## config.mk

```make
export PLATFORM = sky130hd
export DESIGN_NAME = lasp_host
export DESIGN_NICKNAME = d
export VERILOG_FILES = /design/src/hdl/lasp_pkg.sv /design/src/hdl/lasp_host.sv
export SDC_FILE = /design/constraint.sdc
export NUM_CORES = 1
export LEC_CHECK = 0
export BUFFER_PORTS_ARGS = -buffer_cell sky130_fd_sc_hd__buf_2
export CORE_ASPECT_RATIO = 1.1
export CORE_MARGIN = 5
export CORE_UTILIZATION = 46
export CTS_CLUSTER_SIZE = 24
export DETAILED_ROUTE_END_ITERATION = 10
export GPL_TIMING_DRIVEN = 0
export PLACE_DENSITY_LB_ADDON = 0.05
export REMOVE_ABC_BUFFERS = 1
export SETUP_SLACK_MARGIN = 0.3
export SLEW_MARGIN = 0
export SYNTH_ARGS = -nofsm -noshare
export SYNTH_HDL_FRONTEND = slang
export SYNTH_SLANG_ARGS = --single-unit
```

## constraint.sdc

```tcl
create_clock -name clk_i -period 4.73 [get_ports clk_i]
set_input_delay 1.419 -clock clk_i [delete_from_list [all_inputs] [get_ports clk_i]]
set_output_delay 1.419 -clock clk_i [all_outputs]
set_load 0.1 [all_outputs]
```

## src/hdl/lasp_pkg.sv

```systemverilog
// Notes on behaviour
// Write enable stays high for the whole of every read access.
// The address only changes while write enable or chip enable is high.
// The memory stores data only while chip enable and write enable are both low.
// Read access time counts from the strobe rise after a valid address.
// Old read data may stay on the pins until the strobe rises on a new address.
// A write ends when chip enable or write enable first returns high.
// Write address setup counts from the first strobe rise after the address is valid.
// The host drives the data bus only once the memory drivers are off.
// With output enable low the write pulse covers driver turn-off plus data setup.
// With chip and output enable low and write enable high the memory drives data.
// With chip and write enable low the memory writes bus data, output enable ignored.
// Each word is nine bits wide and the array holds 8192 words.
// With chip enable high, or output and write enable high, the data pins float.
`default_nettype none
package lasp_pkg;
	localparam int ADDR_W = 13;
	localparam int DATA_W = 9;
	localparam int CLK_PERIOD_PS = 5000;
	// Timing figures in ps, fastest grade
	localparam int ADDRESS_ACCESS_INTERVAL_PS = 12000;
	localparam int STROBE_HIGH_PS = 6000;
	localparam int STROBE_LOW_PS = 6000;
	localparam int ADDR_SETUP_PS = 3000;
	localparam int WRITE_PULSE_PS = 9000;
	localparam int WE_TO_HIGHZ_PS = 6000;
	localparam int DATA_SETUP_TO_WRITE_END_PS = 6000;
	localparam int OE_TO_HIGHZ_PS = 5000;
	function automatic int cyc_up(input int ps);
		return (ps + CLK_PERIOD_PS - 1) / CLK_PERIOD_PS < 1 ? 1 :
			(ps + CLK_PERIOD_PS - 1) / CLK_PERIOD_PS;
	endfunction
	localparam int ACCESS_CYC = cyc_up(ADDRESS_ACCESS_INTERVAL_PS) + 2;
	localparam int STROBE_CYC = cyc_up(STROBE_HIGH_PS > ADDR_SETUP_PS ? STROBE_HIGH_PS :
		ADDR_SETUP_PS);
	localparam int LOW_CYC = cyc_up(STROBE_LOW_PS);
	localparam int PULSE_CYC = cyc_up(WRITE_PULSE_PS) > cyc_up(WE_TO_HIGHZ_PS +
		DATA_SETUP_TO_WRITE_END_PS) ? cyc_up(WRITE_PULSE_PS) :
		cyc_up(WE_TO_HIGHZ_PS + DATA_SETUP_TO_WRITE_END_PS);
	localparam int TURN_CYC = cyc_up(OE_TO_HIGHZ_PS);
	localparam logic [3:0] CNT_ONE = 4'h1;
	typedef enum logic [5:0] {
		LASP_IDLE = 6'h01,
		LASP_LATCH = 6'h02,
		LASP_HOLD = 6'h04,
		LASP_RDWAIT = 6'h08,
		LASP_WRPULSE = 6'h10,
		LASP_TURN = 6'h20
	} lasp_state_t;
	typedef struct packed {
		logic [ADDR_W-1:0] addr;
		logic ale;
		logic ce_n;
		logic oe_n;
		logic we_n;
		logic [DATA_W-1:0] dq_o;
		logic dq_oe;
	} lasp_pins_t;
	typedef struct packed {
		lasp_state_t st;
		logic [3:0] cnt;
		logic wr;
		lasp_pins_t pin;
		logic [DATA_W-1:0] rdata;
		logic rvalid;
		logic ready;
		logic [DATA_W-1:0] s1;
		logic [DATA_W-1:0] s2;
	} lasp_regs_t;
endpackage : lasp_pkg
`default_nettype wire

```

## src/hdl/lasp_host.sv

```systemverilog
`timescale 1ns/10ps
`default_nettype none
module lasp_host
	import lasp_pkg::*;
(
	input wire logic clk_i,
	input wire logic reset_n_i,
	input wire logic req_i,
	input wire logic req_write_i,
	input wire logic [ADDR_W-1:0] req_addr_i,
	input wire logic [DATA_W-1:0] req_wdata_i,
	output logic req_ready_o,
	output logic [DATA_W-1:0] rdata_o,
	output logic rvalid_o,
	output logic [ADDR_W-1:0] mem_addr_o,
	output logic mem_ale_o,
	output logic mem_ce_n_o,
	output logic mem_oe_n_o,
	output logic mem_we_n_o,
	input wire logic [DATA_W-1:0] mem_dq_i,
	output logic [DATA_W-1:0] mem_dq_o,
	output logic mem_dq_oe_o
);
	lasp_regs_t r_ff;
	lasp_regs_t nxt_r;

	// Sequencer: latch address, then read wait or write pulse
	always_comb begin
		nxt_r = r_ff;
		nxt_r.s1 = mem_dq_i;
		nxt_r.s2 = r_ff.s1;
		nxt_r.rvalid = 1'b0;
		nxt_r.cnt = (r_ff.cnt > 4'h0) ? r_ff.cnt - CNT_ONE : 4'h0;
		unique case (r_ff.st)
			LASP_IDLE: begin
				// Taken only while idle; a request while busy is simply not seen
				if (req_i && r_ff.ready) begin
					nxt_r.ready = 1'b0;
					nxt_r.wr = req_write_i;
					// Address moves only with both enables high
					nxt_r.pin.addr = req_addr_i;
					nxt_r.pin.dq_o = req_wdata_i;
					nxt_r.pin.ale = 1'b0;
					nxt_r.cnt = 4'(STROBE_CYC);
					nxt_r.st = LASP_LATCH;
				end
			end
			LASP_LATCH: begin
				// Strobe stays low a full setup time, so the latch never opens on a
				// half-settled address; costs a few cycles on every access
				if (r_ff.cnt == 4'h0) begin
					// Rising strobe starts access timing
					nxt_r.pin.ale = 1'b1;
					nxt_r.cnt = 4'(STROBE_CYC);
					nxt_r.st = LASP_HOLD;
				end
			end
			LASP_HOLD: begin
				if (r_ff.cnt == 4'h0) begin
					// Strobe closes as the chip is enabled, so the memory works from the latch
					nxt_r.pin.ale = 1'b0;
					nxt_r.pin.ce_n = 1'b0;
					if (r_ff.wr) begin
						// Output enable stays high, so no bus fight
						nxt_r.pin.we_n = 1'b0;
						nxt_r.pin.dq_oe = 1'b1;
						nxt_r.cnt = 4'(PULSE_CYC);
						nxt_r.st = LASP_WRPULSE;
					end else begin
						// Write enable held high all read
						nxt_r.pin.oe_n = 1'b0;
						nxt_r.cnt = 4'(ACCESS_CYC);
						nxt_r.st = LASP_RDWAIT;
					end
				end
			end
			LASP_RDWAIT: begin
				// Sample after access time plus synchroniser depth
				// Fixed wait: the memory gives no ready, so there is no early exit
				if (r_ff.cnt == 4'h0) begin
					nxt_r.rdata = r_ff.s2;
					nxt_r.rvalid = 1'b1;
					nxt_r.pin.oe_n = 1'b1;
					nxt_r.pin.ce_n = 1'b1;
					nxt_r.cnt = 4'(TURN_CYC);
					nxt_r.st = LASP_TURN;
				end
			end
			LASP_WRPULSE: begin
				// Pulse covers turn-off plus data setup; ends on both enables
				// Output enable is high, so the plain minimum would do; the longer
				// figure is kept as margin should output enable ever be left low
				if (r_ff.cnt == 4'h0) begin
					nxt_r.pin.we_n = 1'b1;
					nxt_r.pin.ce_n = 1'b1;
					nxt_r.cnt = 4'(LOW_CYC);
					nxt_r.st = LASP_TURN;
				end
			end
			LASP_TURN: begin
				// A new request waits here, which keeps chip enable high between accesses
				// Data held one more cycle after write end, then released
				nxt_r.pin.dq_oe = 1'b0;
				if (r_ff.cnt == 4'h0) begin
					nxt_r.ready = 1'b1;
					nxt_r.st = LASP_IDLE;
				end
			end
			default: nxt_r.st = LASP_IDLE;
		endcase
	end

	// State register; idle pins leave the memory floating
	always_ff @(posedge clk_i) begin
		if (!reset_n_i) begin
			// Every pin starts at its idle level, so reset never looks like an access
			r_ff <= '0;
			r_ff.st <= LASP_IDLE;
			r_ff.ready <= 1'b1;
			r_ff.pin.ce_n <= 1'b1;
			r_ff.pin.oe_n <= 1'b1;
			r_ff.pin.we_n <= 1'b1;
		end else begin
			r_ff <= nxt_r;
		end
	end

	// Pins and answers come straight from the state register
	assign req_ready_o = r_ff.ready;
	assign rdata_o = r_ff.rdata;
	assign rvalid_o = r_ff.rvalid;
	assign mem_addr_o = r_ff.pin.addr;
	assign mem_ale_o = r_ff.pin.ale;
	assign mem_ce_n_o = r_ff.pin.ce_n;
	assign mem_oe_n_o = r_ff.pin.oe_n;
	assign mem_we_n_o = r_ff.pin.we_n;
	assign mem_dq_o = r_ff.pin.dq_o;
	assign mem_dq_oe_o = r_ff.pin.dq_oe;

	// Helper for the pulse-width check: cycles spent with write enable low
	int pulse_len_ff;
	always_ff @(posedge clk_i) begin
		if (!reset_n_i) pulse_len_ff <= 0;
		else if (!r_ff.pin.we_n) pulse_len_ff <= pulse_len_ff + 1;
		else pulse_len_ff <= 0;
	end
endmodule : lasp_host
`default_nettype wire

```

# Yosys cells after proc, flatten, opt, wreduce, memory -nomap -nowiden
# Cells that the tools add are included.
# totals
ff_bits,67
in_bits,35
output_inout_bits,38
word_cells,74
# classes
addsub,1
order_cmp,1
eq_ne,14
mux,25
n_reduce_logical,18
# op_table
op,count
$mux 10,4
$pmux 6 s6,1
$mux 25,1
$pmux 4 s5,1
$ne 2x2->1 const B,8
$reduce_and 4->1,4
$mux 9,1
$mux 4,2
$pmux 1 s2,4
$reduce_bool 2->1,4
$mux 1,7
$eq 6x1->1 const B,1
$eq 6x2->1 const B,1
$eq 6x3->1 const B,1
$eq 6x4->1 const B,1
$eq 6x5->1 const B,1
$eq 6x6->1 const B,1
$mux 6,1
$pmux 1 s3,2
$reduce_and 2->1,3
$reduce_and 3->1,2
$reduce_and 6->1,1
$reduce_bool 3->1,2
$gt 4x1->1 const B,1
4 further kinds,4

# Logic depth before layout (Yosys ltp)
# Gate-level depths: netlist (run 1).
# depth
word_depth,4
ltp_mapped,7

# Least setup slack after synthesis (run 1)
# Ideal clock, no wire load.
# synth_path
kind,register -> output
startpoint,register r_ff (netlist bit req_ready_o)
endpoint,output req_ready_o
arrival_time_ns,0.935
path_slack_ns,2.376
stages_incl_launch_ff,1
path_cell_list,dfxtp_1
# synth_lines
item,line,text
"start, declared",lasp_host.sv:24,lasp_regs_t r_ff;
"start signal, assigned",lasp_host.sv:124,r_ff <= nxt_r;
"end, declared",lasp_host.sv:12,"output logic req_ready_o,"
# No word-level cell between the ends.

# Worst setup path after layout (run 1)
# layout_path
startpoint,input req_i
endpoint,register r_ff (netlist bit mem_ale_o)
# layout_between
elab_chain_len,3
# layout_lines
item,line,text
"start, declared",lasp_host.sv:8,"input wire logic req_i,"
$logic_and 1x1->1,lasp_host.sv:37,if (req_i && r_ff.ready) begin
$ne 2x2->1 (no source line),--,
$reduce_and 4->1 (no source line),--,
# No other way between the ends.
# A chain may end at the register's enable or synchronous reset.

==> results of run 1 <==
==> critical path, stage by stage <==
cell	delay, ps
buf_2	90
and2_1	180
nand4_1	900
a21bo_2	510
a21oi_1	130
==> state kept, by name, summed over array words and instances (netlist names) <==
register / count
mem_addr_o: 13
mem_ale_o: 1
mem_ce_n_o: 1
mem_dq_o: 9
mem_dq_oe_o: 1
mem_oe_n_o: 1
mem_we_n_o: 1
nxt_r: 9
r_ff: 20
rdata_o: 9
req_ready_o: 1
rvalid_o: 1
==> per-stage QoR <==
stage                     utilization, %  hold slack [ps]  std cells  setup slack, ps  power, mW
final                               53.7              436        434             1750       1.52
after global placement              50.3              413        418             1370       1.07
after floorplan                        -              412        269             2000      0.980
after CTS                           53.7              439        434             1730       1.54
after detailed placement            50.3              419        418             1380       1.07
after global routing                53.7              451        434             1580       1.61
==> cell usage after synthesis, drive strengths merged (3+ instances only) <==
cell    instances  area (um^2)
nand4           5         31.3
nor2           19         73.8
nand2          52          195
and2           20          126
a21oi          32          160
mux2i           9         90.1
clkbuf          9         33.8
o211ai          3         22.5
nand3           4         20.0
nor2b           5         31.3
dfxtp          67         1340
nor3            7         40.0
inv             6         22.5
xor2            3         26.3
o21ai          10         50.1
buf            41          294
and3            4         25.0
==> layer usage <==
| layer | vias up | routed length, um | part of all wire [%] |
|---|---|---|---|
| li1 | 1093 | - | - |
| met1 | 940 | 2670 | 47 |
| met2 | 62 | 2460 | 44 |
| met3 | 7 | 438 | 7.8 |
| met4 | 0 | 69 | 1.2 |
| met5 | - | 0 | 0 |
==> area by class of cell <==
type	count	area, um^2
Sequential cell	67	1340
Clock inverter	4	50.0
Timing Repair Buffer	72	360
Fill cell	580	2710
Clock buffer	12	145
Inverter	6	22.5
Multi-Input combinational cell	196	1120
Tap cell	77	96.3
==> cell families (layout without fill, tap and decap cells) <==
group,after synthesis,count (layout),share of synthesized area [%]
AOI/OAI and AO/OA,55,55,11.5
xor gates and xnor gates,4,4,1.25
adders and majority gates,2,2,0.890
buffers and inverters,56,94,12.5
DFF,67,67,47.7
muxes,9,9,3.21
and+or+nand+nor,126,126,23.0
==> worst paths after layout <==
path,startpoint,slack [ps],end,cells after the start
hold reg to reg,nxt_r[1]$_SDFF_PN0_,440,r_ff[1]$_SDFF_PN0_,1
setup reg to reg,r_ff[63]$_SDFFE_PN0P_,2240,mem_ale_o$_SDFFE_PN0P_,4
hold / removal,nxt_r[1]$_SDFF_PN0_,440,r_ff[1]$_SDFF_PN0_,1
setup / recovery,req_i,1750,mem_ale_o$_SDFFE_PN0P_,5
==> power by group <==
part | leakage, nW | switching, mW | internal (mW)
combinational | 0.820 | 0.300 | 0.113
sequential | 0.548 | 0.0331 | 0.609
clock | 0.0926 | 0.206 | 0.257
==> flow_summary.toml, run 1 <==
[critical_path]
arrival_ps = 3220
crit_path_max_fanout = 27
critical_path_class = "input port to flop"
startpoint_type = "input port"
required_ps = 4980
endpoint_kind = "flop"

[timing]
finalCritPeriodShare_pct = 62.9
max_freq_mhz = 336
hold_violations = 0
slew_headroom_pct = 22.3
finalMaxSlewViolations = 0
worstMarginPinSlew_ps = 1160
setup_violations = 0
finClkSkew_ps = 6.93
rsz0062_at_grt = "no"
tns_ps = 0
period_needed_ps = 2980

[clocking]
tritoncts = "done"
clk_latency_ps = 330
clk_pin_slew_ps = 70
cts_buffers = 9
ctsHoldBuffers = 0
h-tree-depth = 3
post_cts_resized = 0
cts.path.max_buffers = 2
cts_sinks = 67
postCtsSetupRepairBufs = 0
cts_root_buffer = "clkbuf_8"

[global_route]
gr-total-overflow = 0
grt_max_degree = 39
grt_antenna_before_repair = 0
grtUsageMet3_pct = 6.18
track_usage_pct = 15.2
first_global_vias = 1925
met2_usage_pct = 22.6
grt_busiest_layer = "met2"
grt_pass1_wl_um = 9520
grt.met1_usage_pct = 20.2

[logic_synthesis]
syn_inst = 319
syn-cell-area_um2 = 2810
ys_seq_area_share_pct = 47.7
ys.flop_type = "dfxtp_1"
synth_warnings = 0
avgSynthCellArea_um2 = 8.81
synth-async-reset-ratio_pct = 0
synth_cell_types = 43
synth_seq_cells = 67
synth_edf_count = 0

[floorplan]
fp.dieH_um = 92.0
row_count = 29
start_util_pct = 48.1
ios = 73
die_w_um = 84.5
die-area_um2 = 7770
core_area_um2 = 5840

[place]
dpl_cell_area_um2 = 2940
dp_hpwl_um = 3820
routabilityCongestion = 0.829
io_buffers = 72

[power]
power_density_nw_per_um2 = 485
p_leak_nw = 1.46
peakVddDrop_mv = 0.222

[outcome]
status = "completed"

[cells_and_area]
nNetsFinal = 389
fin_area_um2 = 3130
final_common_cell = "buf_2"
drive_gt1_share_pct = 26.9
syn2layout_area_growth_pct = 11.5
n_antenna_cell = 0
mostFrequentLayoutCells = "buf_2 (72), dfxtp_1 (67), nand2_1 (52)"

[routing]
dr.pass1.iters = 4
avgRoutedWirePerCell_um = 13.0
vias = 2102
ant_nets = 0
drtIter0Drc = 82
wl_um = 5640
avgViaCountPerCell = 4.84
remaining_drc_errors = 0

[hold_path]
hp-class = "flop to flop"

[run]
maxCapViolations = 0
(Power assumes the default switching activity.)
==> inputs of run 2 (changes only) <==
- clock period: 4.73 -> 2.48 ns (I/O delays scaled with it)
==> run 2 against run 1 <==
Routed wire length grew 4.2%. Critical path depth shrank 2. Worst setup slack got worse by 1300 ps. Clock skew about the same. Hold slack got worse by 0.95 ps. Final cell count rose by 0.92%. Largest cell class unchanged. Highest routed layer unchanged.
==> flow_summary.toml, run 2 (synthesis results as in run 1) <==
[routing]
ant_nets = 0
avgRoutedWirePerCell_um = 13.4
avgViaCountPerCell = 4.90
drtIter0Drc = 99
vias = 2147
wl_um = 5880
remaining_drc_errors = 0
dr.pass1.iters = 4

[timing]
finalMaxSlewViolations = 0
worstMarginPinSlew_ps = 1160
max_freq_mhz = 488
setup_ws_ps = 432
whs_ps = 435
rsz0062_at_grt = "yes"
hold_violations = 0
period_needed_ps = 2050
setup_violations = 0
finalCritPeriodShare_pct = 82.6
slew_headroom_pct = 22.8
finClkSkew_ps = 7.00

[power]
p_comb_share_pct = 27.5
internal-power_mw = 1.87
p_leak_nw = 1.48
p_seq_share_pct = 42.2
power_density_nw_per_um2 = 920
power.switching_mw = 1.04
switching_share_pct = 35.6
peakVddDrop_mv = 0.422
clockPowerShare_pct = 30.3

[critical_path]
crit_path_max_fanout = 38
startpoint_type = "input port"
arrival_ps = 2270
reg2reg_slack_ps = 500
required_ps = 2700
endpoint_kind = "flop"
reg2regPathDepth = 4
critPathLaunch = "reset_n_i"
cp-endpoint = "mem_we_n_o$_SDFFE_PN1P_"
critical_path_class = "input port to flop"
r2r_end = "r_ff[59]$_SDFF_PN0_"
r2r-start = "r_ff[63]$_SDFFE_PN0P_"

[clocking]
cts.path.max_buffers = 2
clk_pin_slew_ps = 70
cts_sinks = 67
clk_latency_ps = 330
cts_buffers = 9
h-tree-depth = 3
tritoncts = "done"
cts_root_buffer = "clkbuf_8"

[global_route]
track_usage_pct = 15.7
grt_max_degree = 39
gr-total-overflow = 0
grt_pass1_wl_um = 9740
grt_antenna_before_repair = 0
first_global_vias = 1963

[cells_and_area]
top_register = "r_ff"
mostFrequentLayoutCells = "buf_2 (72), dfxtp_1 (67), nand2_1 (52)"
nNetsFinal = 393
n_antenna_cell = 0
final_common_cell = "buf_2"
largest_reg_flops = 20
syn2layout_area_growth_pct = 12.6
fillers = 578
drive_gt1_share_pct = 27.7

[place]
routabilityCongestion = 0.829
dpl_worst_slack_ps = -193
dp_hpwl_um = 3820
io_buffers = 72

[floorplan]
row_count = 29
die_w_um = 84.5
die-area_um2 = 7770
core_area_um2 = 5840
ios = 73
start_util_pct = 48.1
fp.dieH_um = 92.0

[outcome]
status = "completed"

[hold_path]
worstHoldStart = "nxt_r[1]$_SDFF_PN0_"
hp-class = "flop to flop"

[run]
maxCapViolations = 0
[run 2: cell types whose count changed in the layout (fill, tap and decap cells not counted), sizes merged]
cell   previous run  this run
buf              72        75
nand4             5         6
[run 2: worst min-delay path by stage]
stage	to	slack (ps)	cells past startpoint
final	r_ff[1]$_SDFF_PN0_	430	1
after detailed placement	r_ff[0]$_SDFF_PN0_	420	1
after floorplan	r_ff[0]$_SDFF_PN0_	410	1
after global routing	r_ff[2]$_SDFF_PN0_	450	1
after CTS	r_ff[0]$_SDFF_PN0_	440	1
after global placement	r_ff[2]$_SDFF_PN0_	410	1
[run 2: metrics by stage]
step / total power, mW / utilization (%) / cell area [um^2] / TNS [ps] / std cells
floorplan: 1.87 / - / 2480 / 0 / 269
global placement: 2.04 / 50.3 / 2940 / -1610 / 418
detailed placement: 2.04 / 50.3 / 2940 / -1350 / 418
CTS: 2.94 / 54.0 / 3160 / 0 / 437
global route: 3.07 / 54.2 / 3160 / 0 / 438
finish: 2.91 / 54.2 / 3160 / 0 / 438
[run 2: cell type report]
type	count	area (um^2)	share of cell area [%]
sequential	67	1340	42.4
multi-input combinational	197	1130	35.6
timing repair buffer	75	383	12.1
clock buffer	12	145	4.59
tap	77	96.3	3.04
clock inverter	4	50.0	1.58
inverter	6	22.5	0.712
[run 2: layer usage]
layer / vias up / global-route usage (%) / share of wire (%)
li1: 1104 / - / -
met1: 971 / 20.8 / 47
met2: 65 / 23.5 / 44
met3: 7 / 6.18 / 7.7
met4: 0 / 4.75 / 1.2
met5: - / 0 / 0
[run 2: timing repair]
action	CTS	global route
cloned	1	0
endpoints found under the setup margin	38	4
hold buffers	0	0
endpoints found under the hold margin	0	0
gates resized for setup	1	0
setup buffers	2	1
pin swaps	2	1
[run 2: worst max-delay path, stage by stage]
cell,delay [ps]
buf_2,400
inv_1,640
a221o_1,470
[run 2: power by group through the flow]
| stage | Combinational (mW) | Sequential [mW] | Clock (mW) |
|---|---|---|---|
| final | 0.800 | 1.23 | 0.883 |
| after global routing | 0.869 | 1.24 | 0.963 |
| after CTS | 0.802 | 1.23 | 0.911 |
| after detailed placement | 0.794 | 1.25 | 0 |
| after global placement | 0.790 | 1.25 | 0 |
| after floorplan | 0.351 | 1.52 | 0 |
==> inputs of run 3 (changes only) <==
- ABC_AREA: not set -> 1
- clock period: 2.48 -> 2.13 ns (I/O delays scaled with it)
==> run 3 against run 2 <==
Combinational power up 81%. Clock-buffer cell count down 3. Hold slack worse by 25 ps.
==> flow_summary.toml, run 3 <==
[outcome]
status = "completed"

[critical_path]
critical_path_class = "flop to output pin"
path_buf_inv = 1
cp_cell_sequence = "buf_2"
cp_top_family = "buffers and inverters"
critPathLaunch = "mem_oe_n_o$_SDFFE_PN1P_"
cpPeakStageDelay_ps = 440
required_ps = 1490
crit_path_max_fanout = 2
endpoint_kind = "output pin"
arrival_ps = 1130
startpoint_type = "flop"
r2r-start = "r_ff[63]$_SDFFE_PN0P_"
slowest_stage = "buf_2"

[routing]
ant_nets = 0
wl_um = 5820
drtIter0Drc = 124
avgRoutedWirePerCell_um = 11.8
vias = 2264
avgViaCountPerCell = 4.58
remaining_drc_errors = 0
dr.pass1.iters = 4

[cells_and_area]
fillers = 649
fin_area_um2 = 3250
multiInputGateArea_um2 = 1020
n_antenna_cell = 0
top_register = "r_ff"
largest_reg_flops = 20
seq_area_um2 = 1340
syn2layout_area_growth_pct = 14.6
final_common_cell = "nor2_1"
drive_gt1_share_pct = 26.6
nNetsFinal = 446
mostFrequentLayoutCells = "nor2_1 (77), buf_2 (71), dfxtp_1 (67)"

[timing]
finalCritPeriodShare_pct = 83.0
max_freq_mhz = 566
hold_violations = 0
rsz0062_at_grt = "no"
whs_ps = 410
setup_violations = 0
slew_headroom_pct = 66.3
period_needed_ps = 1770
finalMaxSlewViolations = 0
finClkSkew_ps = 8.39
worstMarginPinSlew_ps = 506

[logic_synthesis]
synth_edf_count = 0
ys_seq_area_share_pct = 47.2
synth.most_common_cell = "nor2_1"
synth_simple_gate_area_share_pct = 25.4
synthXorXnorAreaFrac_pct = 0.308
synth_cell_types = 28
synth_compound_area_share_pct = 9.03
synthAdderAreaFrac_pct = 0.881
ys.flop_type = "dfxtp_1"
synth-async-reset-ratio_pct = 0
synth_top_family_by_area = "simple AND/OR/NAND/NOR gates"
avgSynthCellArea_um2 = 7.76
muxShareOfSynthArea_pct = 0
synth_top_cells_by_area = "dfxtp_1 (47%), nor2_1 (10%), buf_4 (8.5%), nand2_1 (7.3%), inv_1 (4.8%)"
synth_warnings = 0
syn-cell-area_um2 = 2840
syn_inst = 366
synth_top_area_share_pct = 47.2
synthTopCellsByCount = "nor2_1 (77), dfxtp_1 (67), nand2_1 (55)"
synth_top_area_cell = "dfxtp_1"
synth_seq_cells = 67

[hold_path]
worstHoldStart = "nxt_r[3]$_SDFF_PN0_"
hp-class = "flop to flop"

[power]
p_leak_nw = 1.71
peakVddDrop_mv = 0.721
total_power_mw = 4.18
power_density_nw_per_um2 = 1280

[global_route]
grt.met1_usage_pct = 18.9
first_global_vias = 2148
grtUsageMet3_pct = 3.29
grt_busiest_layer = "met2"
grt_pass1_wl_um = 9870
gr-total-overflow = 0
grt_antenna_before_repair = 0
track_usage_pct = 15.9
met2_usage_pct = 26.2
grt_max_degree = 57

[clocking]
cts_sinks = 67
h-tree-depth = 3
tritoncts = "done"
clk_latency_ps = 330
cts.path.max_buffers = 2
cts_buffers = 9
cts_root_buffer = "clkbuf_8"
clk_pin_slew_ps = 70

[floorplan]
die_w_um = 84.9
fp.dieH_um = 92.4
ios = 73
start_util_pct = 46.7
core_area_um2 = 6080
die-area_um2 = 7850
row_count = 30

[place]
dpl_cell_area_um2 = 2970
io_buffers = 72
routabilityCongestion = 0.828
dp_hpwl_um = 3920

[run]
maxCapViolations = 0
-- run 3: cell types whose count changed in the layout (fill, tap and decap cells not counted), moves of 9 or more --
cell     before  now
and2_1       19    0
nor2_1       18   77
inv_1         6   35
o21ai_1       0   12
o21ai_0      10   23
a21oi_1      32    9
mux2i_1       9    0
-- run 3: final cells by class --
class                           instances  share of cell area, %
Tap cell                               80                   3.08
Clock inverter                          7                   3.58
Clock buffer                            9                   3.81
Sequential cell                        67                   41.2
Inverter                               40                   4.69
Multi-Input combinational cell        214                   31.3
Timing Repair Buffer                   77                   12.3
-- run 3: worst paths after layout --
| check | cells past startpoint | end | slack (ps) |
|---|---|---|---|
| worst min register to register | 2 | r_ff[3]$_SDFF_PN0_ | 410 |
| worst min-delay path | 2 | r_ff[3]$_SDFF_PN0_ | 410 |
| worst max register to register | 6 | r_ff[56]$_SDFFE_PN0P_ | 500 |
| worst max-delay path | 1 | mem_oe_n_o | 360 |
-- run 3: metal layers --
layer / up-vias / wire (um)
met4: 0 / 176
met1: 991 / 2550
met2: 52 / 2840
met3: 17 / 264
li1: 1204 / -
met5: - / 0
-- run 3: where the power goes --
group / total [mW] / leakage (nW) / internal (mW) / switching (mW)
logic: 1.45 / 1.04 / 0.310 / 1.14
clock network: 1.26 / 0.119 / 0.775 / 0.489
registers: 1.47 / 0.550 / 1.39 / 0.0732
total: 4.18 / 1.71 / 2.48 / 1.70
-- run 3: what timing repair did --
action	in CTS	in global routing
buffers inserted	0	5
endpoints found under the setup margin	2	14
resized for setup	1	2
pin swaps	0	1
hold buffers	0	0
cloned	0	0
-- run 3: per-stage QoR --
stage / utilization [%] / std cells / setup WS (ps) / TNS, ps
4_1_cts: 52.8 / 489 / 312 / 0
3_3_place_gp: 48.8 / 473 / -118 / -230
3_5_place_dp: 48.8 / 473 / -127 / -275
2_1_floorplan: - / 321 / 35.0 / 0
6_report: 53.5 / 494 / 362 / 0
5_1_grt: 53.5 / 494 / 310 / 0
-- run 3: cells by family (layout without fill, tap and decap cells) --
| kind of cell | after synthesis | after routing |
|---|---|---|
| AOI/OAI and AO/OA | 49 | 49 |
| xor gates and xnor gates | 1 | 1 |
| adders and majority gates | 2 | 2 |
| DFF | 67 | 67 |
| and+or+nand+nor | 162 | 162 |
| buffers and inverters | 85 | 133 |
